$ cat config.mk
export PLATFORM = sky130hd
export DESIGN_NAME = adcseq_top
export DESIGN_NICKNAME = d
export VERILOG_FILES = /design/src/shared/adcseq_pkg.sv /design/src/core/adcseq_top.sv
export SDC_FILE = /design/constraint.sdc
export NUM_CORES = 1
export LEC_CHECK = 0
export BUFFER_PORTS_ARGS = -buffer_cell sky130_fd_sc_hd__buf_2
export CAP_MARGIN = 20
export CORE_ASPECT_RATIO = 0.8
export CORE_MARGIN = 2
export CORE_UTILIZATION = 38
export DETAILED_ROUTE_END_ITERATION = 8
export GPL_ROUTABILITY_DRIVEN = 0
export PLACE_DENSITY = 0.66
export SETUP_SLACK_MARGIN = 0.02
export SLEW_MARGIN = 20
export SYNTH_ARGS = -nofsm -noshare
export SYNTH_HDL_FRONTEND = slang
export SYNTH_SLANG_ARGS = --single-unit
$ cat constraint.sdc
create_clock -name pclk -period 5.6 [get_ports pclk]
set_input_delay 0 -clock pclk [delete_from_list [all_inputs] [get_ports pclk]]
set_output_delay 0 -clock pclk [all_outputs]
set_load 0.02 [all_outputs]
$ cat src/shared/adcseq_pkg.sv
// Constants, register map and carrier types for the conversion sequencer.
// Assumes one 10 MHz clock; byte address of a register is four times its index.
package adcseq_pkg;
	// ************************************************************
	// Register indices and byte addresses
	// ************************************************************
	localparam logic [9:0] ADCSEQ_IDX_CONTROL = 10'h09f; // Converter control index
	localparam logic [9:0] ADCSEQ_IDX_ANALOG  = 10'h0a0; // Analog configuration index
	localparam logic [9:0] ADCSEQ_IDX_RESULT  = 10'h0a1; // Result register index
	localparam logic [11:0] ADCSEQ_ADDR_CONTROL = {ADCSEQ_IDX_CONTROL, 2'h0};
	localparam logic [11:0] ADCSEQ_ADDR_ANALOG  = {ADCSEQ_IDX_ANALOG, 2'h0};
	localparam logic [11:0] ADCSEQ_ADDR_RESULT  = {ADCSEQ_IDX_RESULT, 2'h0};
	// ************************************************************
	// Field positions
	// ************************************************************
	localparam int ADCSEQ_CC_PEND  = 7; // Pending flag
	localparam int ADCSEQ_CC_IRQEN = 6; // Interrupt enable
	localparam int ADCSEQ_CC_START = 5; // Start / busy
	localparam int ADCSEQ_CC_REF   = 4; // Reference select
	localparam int ADCSEQ_AC_REFH  = 7; // Reference clock halve
	localparam int ADCSEQ_AC_CMPS  = 6; // Comparator input select
	localparam int ADCSEQ_AC_AMP   = 5; // Spare amplifier enable
	localparam int ADCSEQ_AC_AUTO  = 4; // Auto-sample enable
	localparam int ADCSEQ_AC_SPDH  = 3; // Divide field high bit
	localparam int ADCSEQ_AC_SPDL  = 2; // Divide field low bit
	localparam int ADCSEQ_AC_ISRC  = 1; // Current source enable
	localparam int ADCSEQ_AC_AZ    = 0; // Autozero enable
	localparam logic [7:0] ADCSEQ_RST_CONTROL = 8'h00;
	localparam logic [7:0] ADCSEQ_RST_ANALOG  = 8'h00;
	// ************************************************************
	// Phase lengths in conversion clock cycles
	// ************************************************************
	localparam logic [4:0] ADCSEQ_SAMPLE_CYC = 5'h04;
	localparam logic [4:0] ADCSEQ_CONV_CYC   = 5'h09;
	localparam logic [4:0] ADCSEQ_AZOFF_CYC  = 5'h06;
	localparam logic [4:0] ADCSEQ_AZGAIN_CYC = 5'h05;
	localparam logic [4:0] ADCSEQ_STD_TOTAL  = 5'h0d;
	localparam logic [4:0] ADCSEQ_AZ_TOTAL   = 5'h14;
	localparam logic [7:0] ADCSEQ_SAR_FIRST  = 8'h80; // First trial bit
	// ************************************************************
	// Sequencer states and analog carrier
	// ************************************************************
	typedef enum logic [6:0] {
		ADCSEQ_IDLE   = 7'h01,
		ADCSEQ_DELAY  = 7'h02,
		ADCSEQ_AZOFF  = 7'h04,
		ADCSEQ_AZGAIN = 7'h08,
		ADCSEQ_SAMPLE = 7'h10,
		ADCSEQ_CONV   = 7'h20,
		ADCSEQ_FINISH = 7'h40
	} adcseq_state_t;
	typedef struct packed {
		logic       comparator_to_g2;      // Comparator input from G2
		logic       spare_amp_enable;      // Spare amplifier on
		logic       current_source_enable; // Current source on
		logic       autozero_enable;       // Autozero amplifier on
		logic       reference_select;      // Supply as reference
		logic [3:0] channel_select;        // Analog mux channel
		logic       sample_hold;           // Sample phase active
		logic       autozero_offset;       // Offset phase active
		logic       autozero_gain;         // Gain phase active
		logic       resolving;             // Successive approximation
		logic [7:0] sar_code;              // Trial code to the DAC
	} adcseq_analog_t;
endpackage : adcseq_pkg

$ cat src/core/adcseq_top.sv
// Conversion sequencer: APB registers, clock dividers, phase sequencing.
// Assumes clock ticks and timer strobe come from logic on pclk; comparator is asynchronous.
`timescale 1ns/1ps
`default_nettype none
module adcseq_top
	import adcseq_pkg::*;
(
	// APB slave
	input  wire logic        pclk,
	input  wire logic        presetn,
	input  wire logic        psel,
	input  wire logic        penable,
	input  wire logic        pwrite,
	input  wire logic [11:0] paddr,
	input  wire logic [31:0] pwdata,
	output logic      [31:0] prdata,
	output logic             pready,
	output logic             pslverr,
	// Clock ticks and timer
	input  wire logic        instruction_clock,
	input  wire logic        pwm_timer_clock,
	input  wire logic        ref_clock_first,
	input  wire logic        timer_sample_strobe,
	input  wire logic        pll_mode,
	input  wire logic        freq_select,
	input  wire logic [1:0]  pll_freq_bits,
	// Analog side
	input  wire logic        comparator_above,
	output adcseq_analog_t   analog_ctrl,
	output logic             ref_clock_second,
	output logic             conv_irq_request
);
	// ************************************************************
	// Declarations
	// ************************************************************
	logic [7:0]    analog_config;   // Analog configuration register
	logic          conv_pending_flag; // Result ready flag
	logic          conv_irq_enable; // Interrupt enable
	logic          conv_start_busy; // Start / busy bit
	logic          reference_select; // Reference select
	logic [3:0]    channel_select;  // Channel select
	logic [7:0]    conv_result;     // Stored result
	logic          az_active;       // Captured autozero enable
	adcseq_state_t state;           // Sequencer state
	logic [4:0]    phase_cnt;       // Cycles within phase
	logic [7:0]    sar_code;        // Trial code
	logic [7:0]    sar_bit;         // Bit under trial
	logic [2:0]    div_cnt;         // Speed divider
	logic [4:0]    tdiv_cnt;        // Timer divider
	logic          ref_half;        // Reference toggle
	logic          strobe_prev;     // Strobe edge memory
	logic          cmp_meta;        // Comparator sync stage one
	logic          cmp_sync;        // Comparator sync stage two
	logic          wr_en;           // Write access phase
	logic          rd_setup;        // Read setup phase
	logic          auto_mode;       // Auto-sample enabled
	logic [1:0]    speed;           // Divide field
	logic [4:0]    tdiv_factor;     // Timer divide factor
	logic          timer_us_tick;   // One-microsecond timer tick
	logic          base_tick;       // Conversion base clock tick
	logic [2:0]    div_mask;        // Speed mask
	logic          conv_tick;       // Conversion clock tick
	logic          sw_trigger;      // Software start
	logic          hw_trigger;      // Strobe start
	logic          set_pending;     // Result stored this cycle
	logic          phase_done;      // Last cycle of phase

	assign pready = 1'b1;
	assign wr_en = psel & penable & pwrite;
	assign rd_setup = psel & ~penable & ~pwrite;
	assign auto_mode = analog_config[ADCSEQ_AC_AUTO];
	assign speed = analog_config[ADCSEQ_AC_SPDH:ADCSEQ_AC_SPDL];

	// ************************************************************
	// Clock generation
	// ************************************************************
	// Timer divide factor from PLL settings, prescale ignored
	always_comb begin
		if (pll_mode) begin
			tdiv_factor = freq_select ? (5'h10 >> pll_freq_bits) : (5'h08 >> pll_freq_bits);
		end else begin
			tdiv_factor = freq_select ? 5'h02 : 5'h01;
		end
		if (tdiv_factor == 5'h00) begin
			tdiv_factor = 5'h01;
		end
	end

	// Divide the timer clock to one-microsecond ticks
	always_ff @(posedge pclk or negedge presetn) begin
		if (!presetn) begin
			tdiv_cnt <= 5'h00;
		end else if (pwm_timer_clock) begin
			tdiv_cnt <= (tdiv_cnt >= tdiv_factor - 5'h01) ? 5'h00 : tdiv_cnt + 5'h01;
		end
	end
	assign timer_us_tick = pwm_timer_clock & (tdiv_cnt >= tdiv_factor - 5'h01);

	// Source follows the mode bit
	assign base_tick = auto_mode ? timer_us_tick : instruction_clock;

	// Speed divider; realigned at each trigger
	always_ff @(posedge pclk or negedge presetn) begin
		if (!presetn) begin
			div_cnt <= 3'h0;
		end else if (sw_trigger | hw_trigger) begin
			div_cnt <= 3'h0;
		end else if (base_tick) begin
			div_cnt <= div_cnt + 3'h1;
		end
	end
	assign div_mask = 3'(({1'b0, 3'h1} << speed) - 4'h1);
	assign conv_tick = base_tick & ((div_cnt & div_mask) == div_mask);

	// Second reference clock, halved on request
	always_ff @(posedge pclk or negedge presetn) begin
		if (!presetn) begin
			ref_half <= 1'b0;
			ref_clock_second <= 1'b0;
		end else begin
			if (ref_clock_first) begin
				ref_half <= ~ref_half;
			end
			// Every tick, or every other tick when halved
			ref_clock_second <= ref_clock_first & (~analog_config[ADCSEQ_AC_REFH] | ref_half);
		end
	end

	// ************************************************************
	// Triggers
	// ************************************************************
	// Comparator synchroniser
	always_ff @(posedge pclk or negedge presetn) begin
		if (!presetn) begin
			cmp_meta <= 1'b0;
			cmp_sync <= 1'b0;
		end else begin
			cmp_meta <= comparator_above;
			cmp_sync <= cmp_meta;
		end
	end

	// Strobe edge memory
	always_ff @(posedge pclk or negedge presetn) begin
		if (!presetn) begin
			strobe_prev <= 1'b0;
		end else begin
			strobe_prev <= timer_sample_strobe;
		end
	end

	// Strobe edges count only in auto mode when idle
	assign hw_trigger = auto_mode & timer_sample_strobe & ~strobe_prev & ~conv_start_busy;
	// Software start only in standard mode when idle
	assign sw_trigger = ~auto_mode & wr_en & (paddr == ADCSEQ_ADDR_CONTROL)
		& pwdata[ADCSEQ_CC_START] & ~conv_start_busy;

	// ************************************************************
	// Registers
	// ************************************************************
	// Analog configuration; clock and mode held while busy
	always_ff @(posedge pclk or negedge presetn) begin
		if (!presetn) begin
			analog_config <= ADCSEQ_RST_ANALOG;
		end else if (wr_en && paddr == ADCSEQ_ADDR_ANALOG) begin
			analog_config <= pwdata[7:0];
			if (conv_start_busy) begin
				analog_config[ADCSEQ_AC_AUTO] <= analog_config[ADCSEQ_AC_AUTO];
				analog_config[ADCSEQ_AC_SPDH:ADCSEQ_AC_SPDL] <= speed;
			end
		end
	end

	// Control fields; reference and channel held while busy
	always_ff @(posedge pclk or negedge presetn) begin
		if (!presetn) begin
			conv_irq_enable <= ADCSEQ_RST_CONTROL[ADCSEQ_CC_IRQEN];
			reference_select <= ADCSEQ_RST_CONTROL[ADCSEQ_CC_REF];
			channel_select <= ADCSEQ_RST_CONTROL[3:0];
		end else if (wr_en && paddr == ADCSEQ_ADDR_CONTROL) begin
			conv_irq_enable <= pwdata[ADCSEQ_CC_IRQEN];
			if (!conv_start_busy) begin
				reference_select <= pwdata[ADCSEQ_CC_REF];
				channel_select <= pwdata[3:0];
			end
		end
	end

	// Pending flag: set wins, write zero clears, write one holds
	always_ff @(posedge pclk or negedge presetn) begin
		if (!presetn) begin
			conv_pending_flag <= ADCSEQ_RST_CONTROL[ADCSEQ_CC_PEND];
		end else if (set_pending) begin
			conv_pending_flag <= 1'b1;
		end else if (wr_en && paddr == ADCSEQ_ADDR_CONTROL && !pwdata[ADCSEQ_CC_PEND]) begin
			conv_pending_flag <= 1'b0;
		end
	end
	assign conv_irq_request = conv_pending_flag & conv_irq_enable;

	// Read data captured in the setup phase
	always_ff @(posedge pclk or negedge presetn) begin
		if (!presetn) begin
			prdata <= 32'h0;
			pslverr <= 1'b0;
		end else if (psel && !penable) begin
			prdata <= 32'h0;
			pslverr <= 1'b0;
			if (paddr == ADCSEQ_ADDR_CONTROL) begin
				if (rd_setup) begin
					prdata[7:0] <= {conv_pending_flag, conv_irq_enable, conv_start_busy,
						reference_select, channel_select};
				end
			end else if (paddr == ADCSEQ_ADDR_ANALOG) begin
				if (rd_setup) begin
					prdata[7:0] <= analog_config;
				end
			end else if (paddr == ADCSEQ_ADDR_RESULT) begin
				if (rd_setup) begin
					prdata[7:0] <= conv_result;
				end
				pslverr <= pwrite; // Result is read-only
			end else begin
				pslverr <= 1'b1; // Unmapped address
			end
		end
	end

	// ************************************************************
	// Sequencer
	// ************************************************************
	always_comb begin
		phase_done = 1'b0;
		case (state)
			ADCSEQ_AZOFF:  phase_done = (phase_cnt == ADCSEQ_AZOFF_CYC - 5'h01);
			ADCSEQ_AZGAIN: phase_done = (phase_cnt == ADCSEQ_AZGAIN_CYC - 5'h01);
			ADCSEQ_SAMPLE: phase_done = (phase_cnt == ADCSEQ_SAMPLE_CYC - 5'h01);
			ADCSEQ_CONV:   phase_done = (phase_cnt == ADCSEQ_CONV_CYC - 5'h01);
			default:       phase_done = 1'b0;
		endcase
	end
	assign set_pending = (state == ADCSEQ_CONV) & conv_tick & phase_done;

	// Phase state, busy bit and captured autozero enable
	always_ff @(posedge pclk or negedge presetn) begin
		if (!presetn) begin
			state <= ADCSEQ_IDLE;
			phase_cnt <= 5'h00;
			conv_start_busy <= 1'b0;
			az_active <= 1'b0;
		end else begin
			case (state)
				ADCSEQ_IDLE: begin
					phase_cnt <= 5'h00;
					if (sw_trigger || hw_trigger) begin
						conv_start_busy <= 1'b1;
						az_active <= analog_config[ADCSEQ_AC_AZ];
						if (hw_trigger) begin
							state <= ADCSEQ_DELAY;
						end else if (analog_config[ADCSEQ_AC_AZ]) begin
							state <= ADCSEQ_AZOFF;
						end else begin
							state <= ADCSEQ_SAMPLE;
						end
					end
				end
				ADCSEQ_DELAY: begin
					if (timer_us_tick) begin
						state <= az_active ? ADCSEQ_AZOFF : ADCSEQ_SAMPLE;
					end
				end
				ADCSEQ_AZOFF, ADCSEQ_AZGAIN, ADCSEQ_SAMPLE, ADCSEQ_CONV: begin
					if (conv_tick) begin
						phase_cnt <= phase_done ? 5'h00 : phase_cnt + 5'h01;
						if (phase_done) begin
							// Autozero runs 6+5+9, standard 4+9
							case (state)
								ADCSEQ_AZOFF:  state <= ADCSEQ_AZGAIN;
								ADCSEQ_AZGAIN: state <= ADCSEQ_CONV;
								ADCSEQ_SAMPLE: state <= ADCSEQ_CONV;
								default:       state <= ADCSEQ_FINISH;
							endcase
						end
					end
				end
				ADCSEQ_FINISH: begin
					// Busy falls on an instruction tick, after the flag
					if (instruction_clock) begin
						conv_start_busy <= 1'b0;
						state <= ADCSEQ_IDLE;
					end
				end
				default: begin
					state <= ADCSEQ_IDLE;
				end
			endcase
		end
	end

	// Successive approximation over eight cycles, store on ninth
	always_ff @(posedge pclk or negedge presetn) begin
		if (!presetn) begin
			sar_code <= 8'h00;
			sar_bit <= 8'h00;
			conv_result <= 8'h00;
		end else if (state != ADCSEQ_CONV) begin
			sar_code <= ADCSEQ_SAR_FIRST;
			sar_bit <= ADCSEQ_SAR_FIRST;
		end else if (conv_tick) begin
			if (phase_done) begin
				conv_result <= sar_code;
			end else if (sar_bit != 8'h00) begin
				// Keep the trial bit only while input is above
				sar_code <= (cmp_sync ? sar_code : (sar_code & ~sar_bit)) | (sar_bit >> 1);
				sar_bit <= sar_bit >> 1;
			end
		end
	end

	// ************************************************************
	// Analog controls
	// ************************************************************
	always_comb begin
		analog_ctrl.comparator_to_g2 = analog_config[ADCSEQ_AC_CMPS];
		analog_ctrl.spare_amp_enable = analog_config[ADCSEQ_AC_AMP];
		analog_ctrl.current_source_enable = analog_config[ADCSEQ_AC_ISRC];
		// Captured value while busy, register value otherwise
		analog_ctrl.autozero_enable = conv_start_busy ? az_active : analog_config[ADCSEQ_AC_AZ];
		analog_ctrl.reference_select = reference_select;
		analog_ctrl.channel_select = channel_select;
		analog_ctrl.sample_hold = (state == ADCSEQ_SAMPLE);
		analog_ctrl.autozero_offset = (state == ADCSEQ_AZOFF);
		analog_ctrl.autozero_gain = (state == ADCSEQ_AZGAIN);
		analog_ctrl.resolving = (state == ADCSEQ_CONV);
		analog_ctrl.sar_code = sar_code;
	end

	// ************************************************************
	// Assertions
	// ************************************************************
	logic [4:0] chk_ticks; // Conversion ticks since first phase
	always_ff @(posedge pclk or negedge presetn) begin
		if (!presetn) begin
			chk_ticks <= 5'h00;
		end else if (state == ADCSEQ_IDLE || state == ADCSEQ_DELAY) begin
			chk_ticks <= 5'h00;
		end else if (conv_tick && state != ADCSEQ_FINISH) begin
			chk_ticks <= chk_ticks + 5'h01;
		end
	end
endmodule : adcseq_top
`default_nettype wire

==> impl_metrics.yaml <==
floorplanning:
  pin_count: 115
  dieArea_sq_um: 12200
  die_height_um: 99.3
  core_sq_um: 11000
  fp.dieW_um: 123
  row_count: 34
  initial_utilization: 0.393
finish:
  final_cell_mix: "74 x dfrtp_1, 65 x buf_2, 51 x nand2_1, 35 x o21ai_0"
  design_area_sq_um: 5110
  final_common_cell: "dfrtp_1"
  n_antenna_cell: 0
  ff_latch_area_sq_um: 1880
  nNetsFinal: 572
  multiInputGateArea_sq_um: 2160
  synthToLayoutAreaGrowth_pct: 18.5
  drive_gt1_frac: 0.262
  n_fill_cell: 1032
routing:
  drt_wl_total_mm: 9.93
  ant_nets: 0
  drc: 0
  vias_per_cell: 5.21
  wire_per_inst_um: 15.2
  vias: 3395
  dr.pass1.iters: 5
  first_iter_violations: 191
synth:
  yosys-top-cells-area: "dfrtp_1 43%, mux2_2 6.5%, buf_4 5.4%"
  yosys.cell_types.count: 68
  ys_warn_count: 0
  ys_seq_elements: 75
  synthAdderAreaFrac: 0.0319
  synth_enable_flop_cells: 0
  synth_top_area_cell: "dfrtp_1"
  syn_inst: 431
  muxShareOfSynthArea: 0.0780
  ys_seq_area_frac: 0.435
  syn_area_sq_um: 4310
  synth.avg_cell_area_sq_um: 10.0
  synth_top_area_share: 0.429
  synth_top_family_by_area: "simple AND/OR/NAND/NOR gates"
  synth_compound_area_frac: 0.153
  synth_simple_gate_area_frac: 0.200
  synthFlopType: "dfrtp_1"
  synth-async-reset-ratio: 1.00
  synth-xor-area-share: 0.0162
sta:
  fin_crit_ns: 3.59
  timing.final.crit_share: 0.642
  max_freq_mhz: 278
  worst_pin_slew_ns: 0.952
  rsz0062_at_grt: "false"
  slew-limit-headroom: 0.366
  finalClockSkew_ns: 0.00552
  finalMaxSlewViolations: 0
  worst_hold_slack_ns: 0.0628
  finalHoldViolCount: 0
  setup_viol: 0
  setup-tns-final_ns: 0
worst_setup_path:
  path_max_fanout: 18
  end_kind: "register"
  required_ns: 5.81
  crit_type: "in -> reg"
  startpoint_type: "primary input"
  cp.arrival_ns: 3.81
  r2r-start: "tdiv_cnt[4]$_DFFE_PN0P_"
  startpoint: "freq_select"
hold_path:
  hold_path.class: "in -> reg"
  hold_start: "psel"
power:
  total_leakage_power_nw: 2.47
  pwr_density_cell_nw_per_um2: 353
  vdd_drop_max_mv: 0.199
global_routing:
  grt_overflow_total: 0
  grt_pass1_vias: 3167
  grt_first_pass_wirelength_mm: 16.2
  grt_usage: 0.168
  grt_start_max_net_pins: 76
  antenna_found_initial: 0
clock_tree:
  cts_setup_buffers: 0
  cts-htree-levels: 3
  tritoncts: "done"
  numCtsBuffers: 9
  clk_root_buffer_cell: "clkbuf_16"
  clock-sinks: 75
  cts_buffer_depth: 2
  clkLatencyLatePin_ns: 0.33
  clk_pin_slew_ns: 0.06
place:
  dp_hpwl_mm: 7.22
  dpl_cell_area_sq_um: 4630
  io_buffers: 65
outcome:
  status: "finished, final reports clean"
run:
  maxCapViolCount: 0
-- registers in the layout, indices dropped and copies added (netlist names), 3 cells and up --
name	count
analog_config	8
conv_result	8
prdata	8
sar_bit	8
sar_code	8
state	7
phase_cnt	5
tdiv_cnt	5
channel_select	4
div_cnt	3
-- power by group --
part | switching [mW] | internal (mW) | total [mW]
Clock | 0.214 | 0.446 | 0.659
Sequential | 0.0690 | 0.592 | 0.661
Combinational | 0.283 | 0.201 | 0.483
Total | 0.565 | 1.24 | 1.80
-- synth_stat cells (9+ instances only) --
master / instances
o21ai_0: 35
buf_4: 31
nor4b_1: 12
ha_1: 11
nand2b_1: 10
a21oi_1: 9
and2_1: 10
nand3_1: 17
nand2_1: 51
dfrtp_1: 74
mux2_2: 25
inv_1: 18
a22oi_1: 11
nor2_1: 13
-- critical path, stage by stage --
cell	delay (ns)
buf_2	0.10
inv_1	0.06
ha_1	0.33
o311ai_0	0.14
o21ai_0	0.16
ha_1	0.27
inv_1	0.06
or3_1	0.35
o21ai_0	0.09
a31oi_1	0.08
ha_1	0.33
o211ai_1	0.10
a21oi_1	0.21
nand2_1	0.20
or2_2	0.48
nor2_2	0.43
mux2_2	0.40
-- timing repair --
item,in CTS,in global routing
hold buffers,14,0
endpoints found under the hold margin,97,0
gates resized for setup,0,0
-- final timing paths --
path | end | slack (ns) | cells after the start
min | conv_irq_enable$_DFFE_PN0P_ | 0.06 | 3
min in group asynchronous | sar_bit[4]$_DFFE_PN0P_ | 0.44 | 3
min reg2reg | cmp_sync$_DFF_PN0_ | 0.35 | 0
max in group asynchronous | prdata[2]$_DFFE_PN0P_ | 4.54 | 3
max | conv_result[3]$_DFFE_PN0P_ | 2.01 | 17
max reg2reg | conv_result[3]$_DFFE_PN0P_ | 2.92 | 7
-- kinds of logic (layout without fill, tap and decap cells) --
| family | count (synthesis) | after routing |
|---|---|---|
| AND/OR/NAND/NOR | 147 | 147 |
| AO/OA/AOI/OAI | 97 | 97 |
| flip-flops | 75 | 75 |
| buffers and inverters | 61 | 115 |
| multiplexers | 30 | 30 |
| adder cells (fa/ha/maj) | 11 | 11 |
| XOR/XNOR | 8 | 8 |
| other | 2 | 25 |
-- cell type report --
cell class,count,share of cell area
sequential,75,0.367
timing repair buffer,81,0.0940
clock inverter,5,0.0196
inverter,18,0.0132
multi-input combinational,318,0.423
clock buffer,11,0.0475
tap,144,0.0352
-- through the flow --
step	utilization	instances	total power, mW	setup WS [ns]
3_5_place_dp	0.422	622	1.14	1.68
6_report	0.466	652	1.80	2.01
4_1_cts	0.466	652	1.82	2.03
3_3_place_gp	0.422	622	1.13	1.81
5_1_grt	0.466	652	1.91	1.66
2_1_floorplan	-	454	1.04	2.31
-- metal layers --
metal	up-vias	track usage	wire length, um
met5	-	0	0
met4	0	0.0428	34
met3	4	0.0424	493
met2	90	0.246	4520
met1	1656	0.248	4880
li1	1645	-	-
Power figures use the tool's default switching activity.
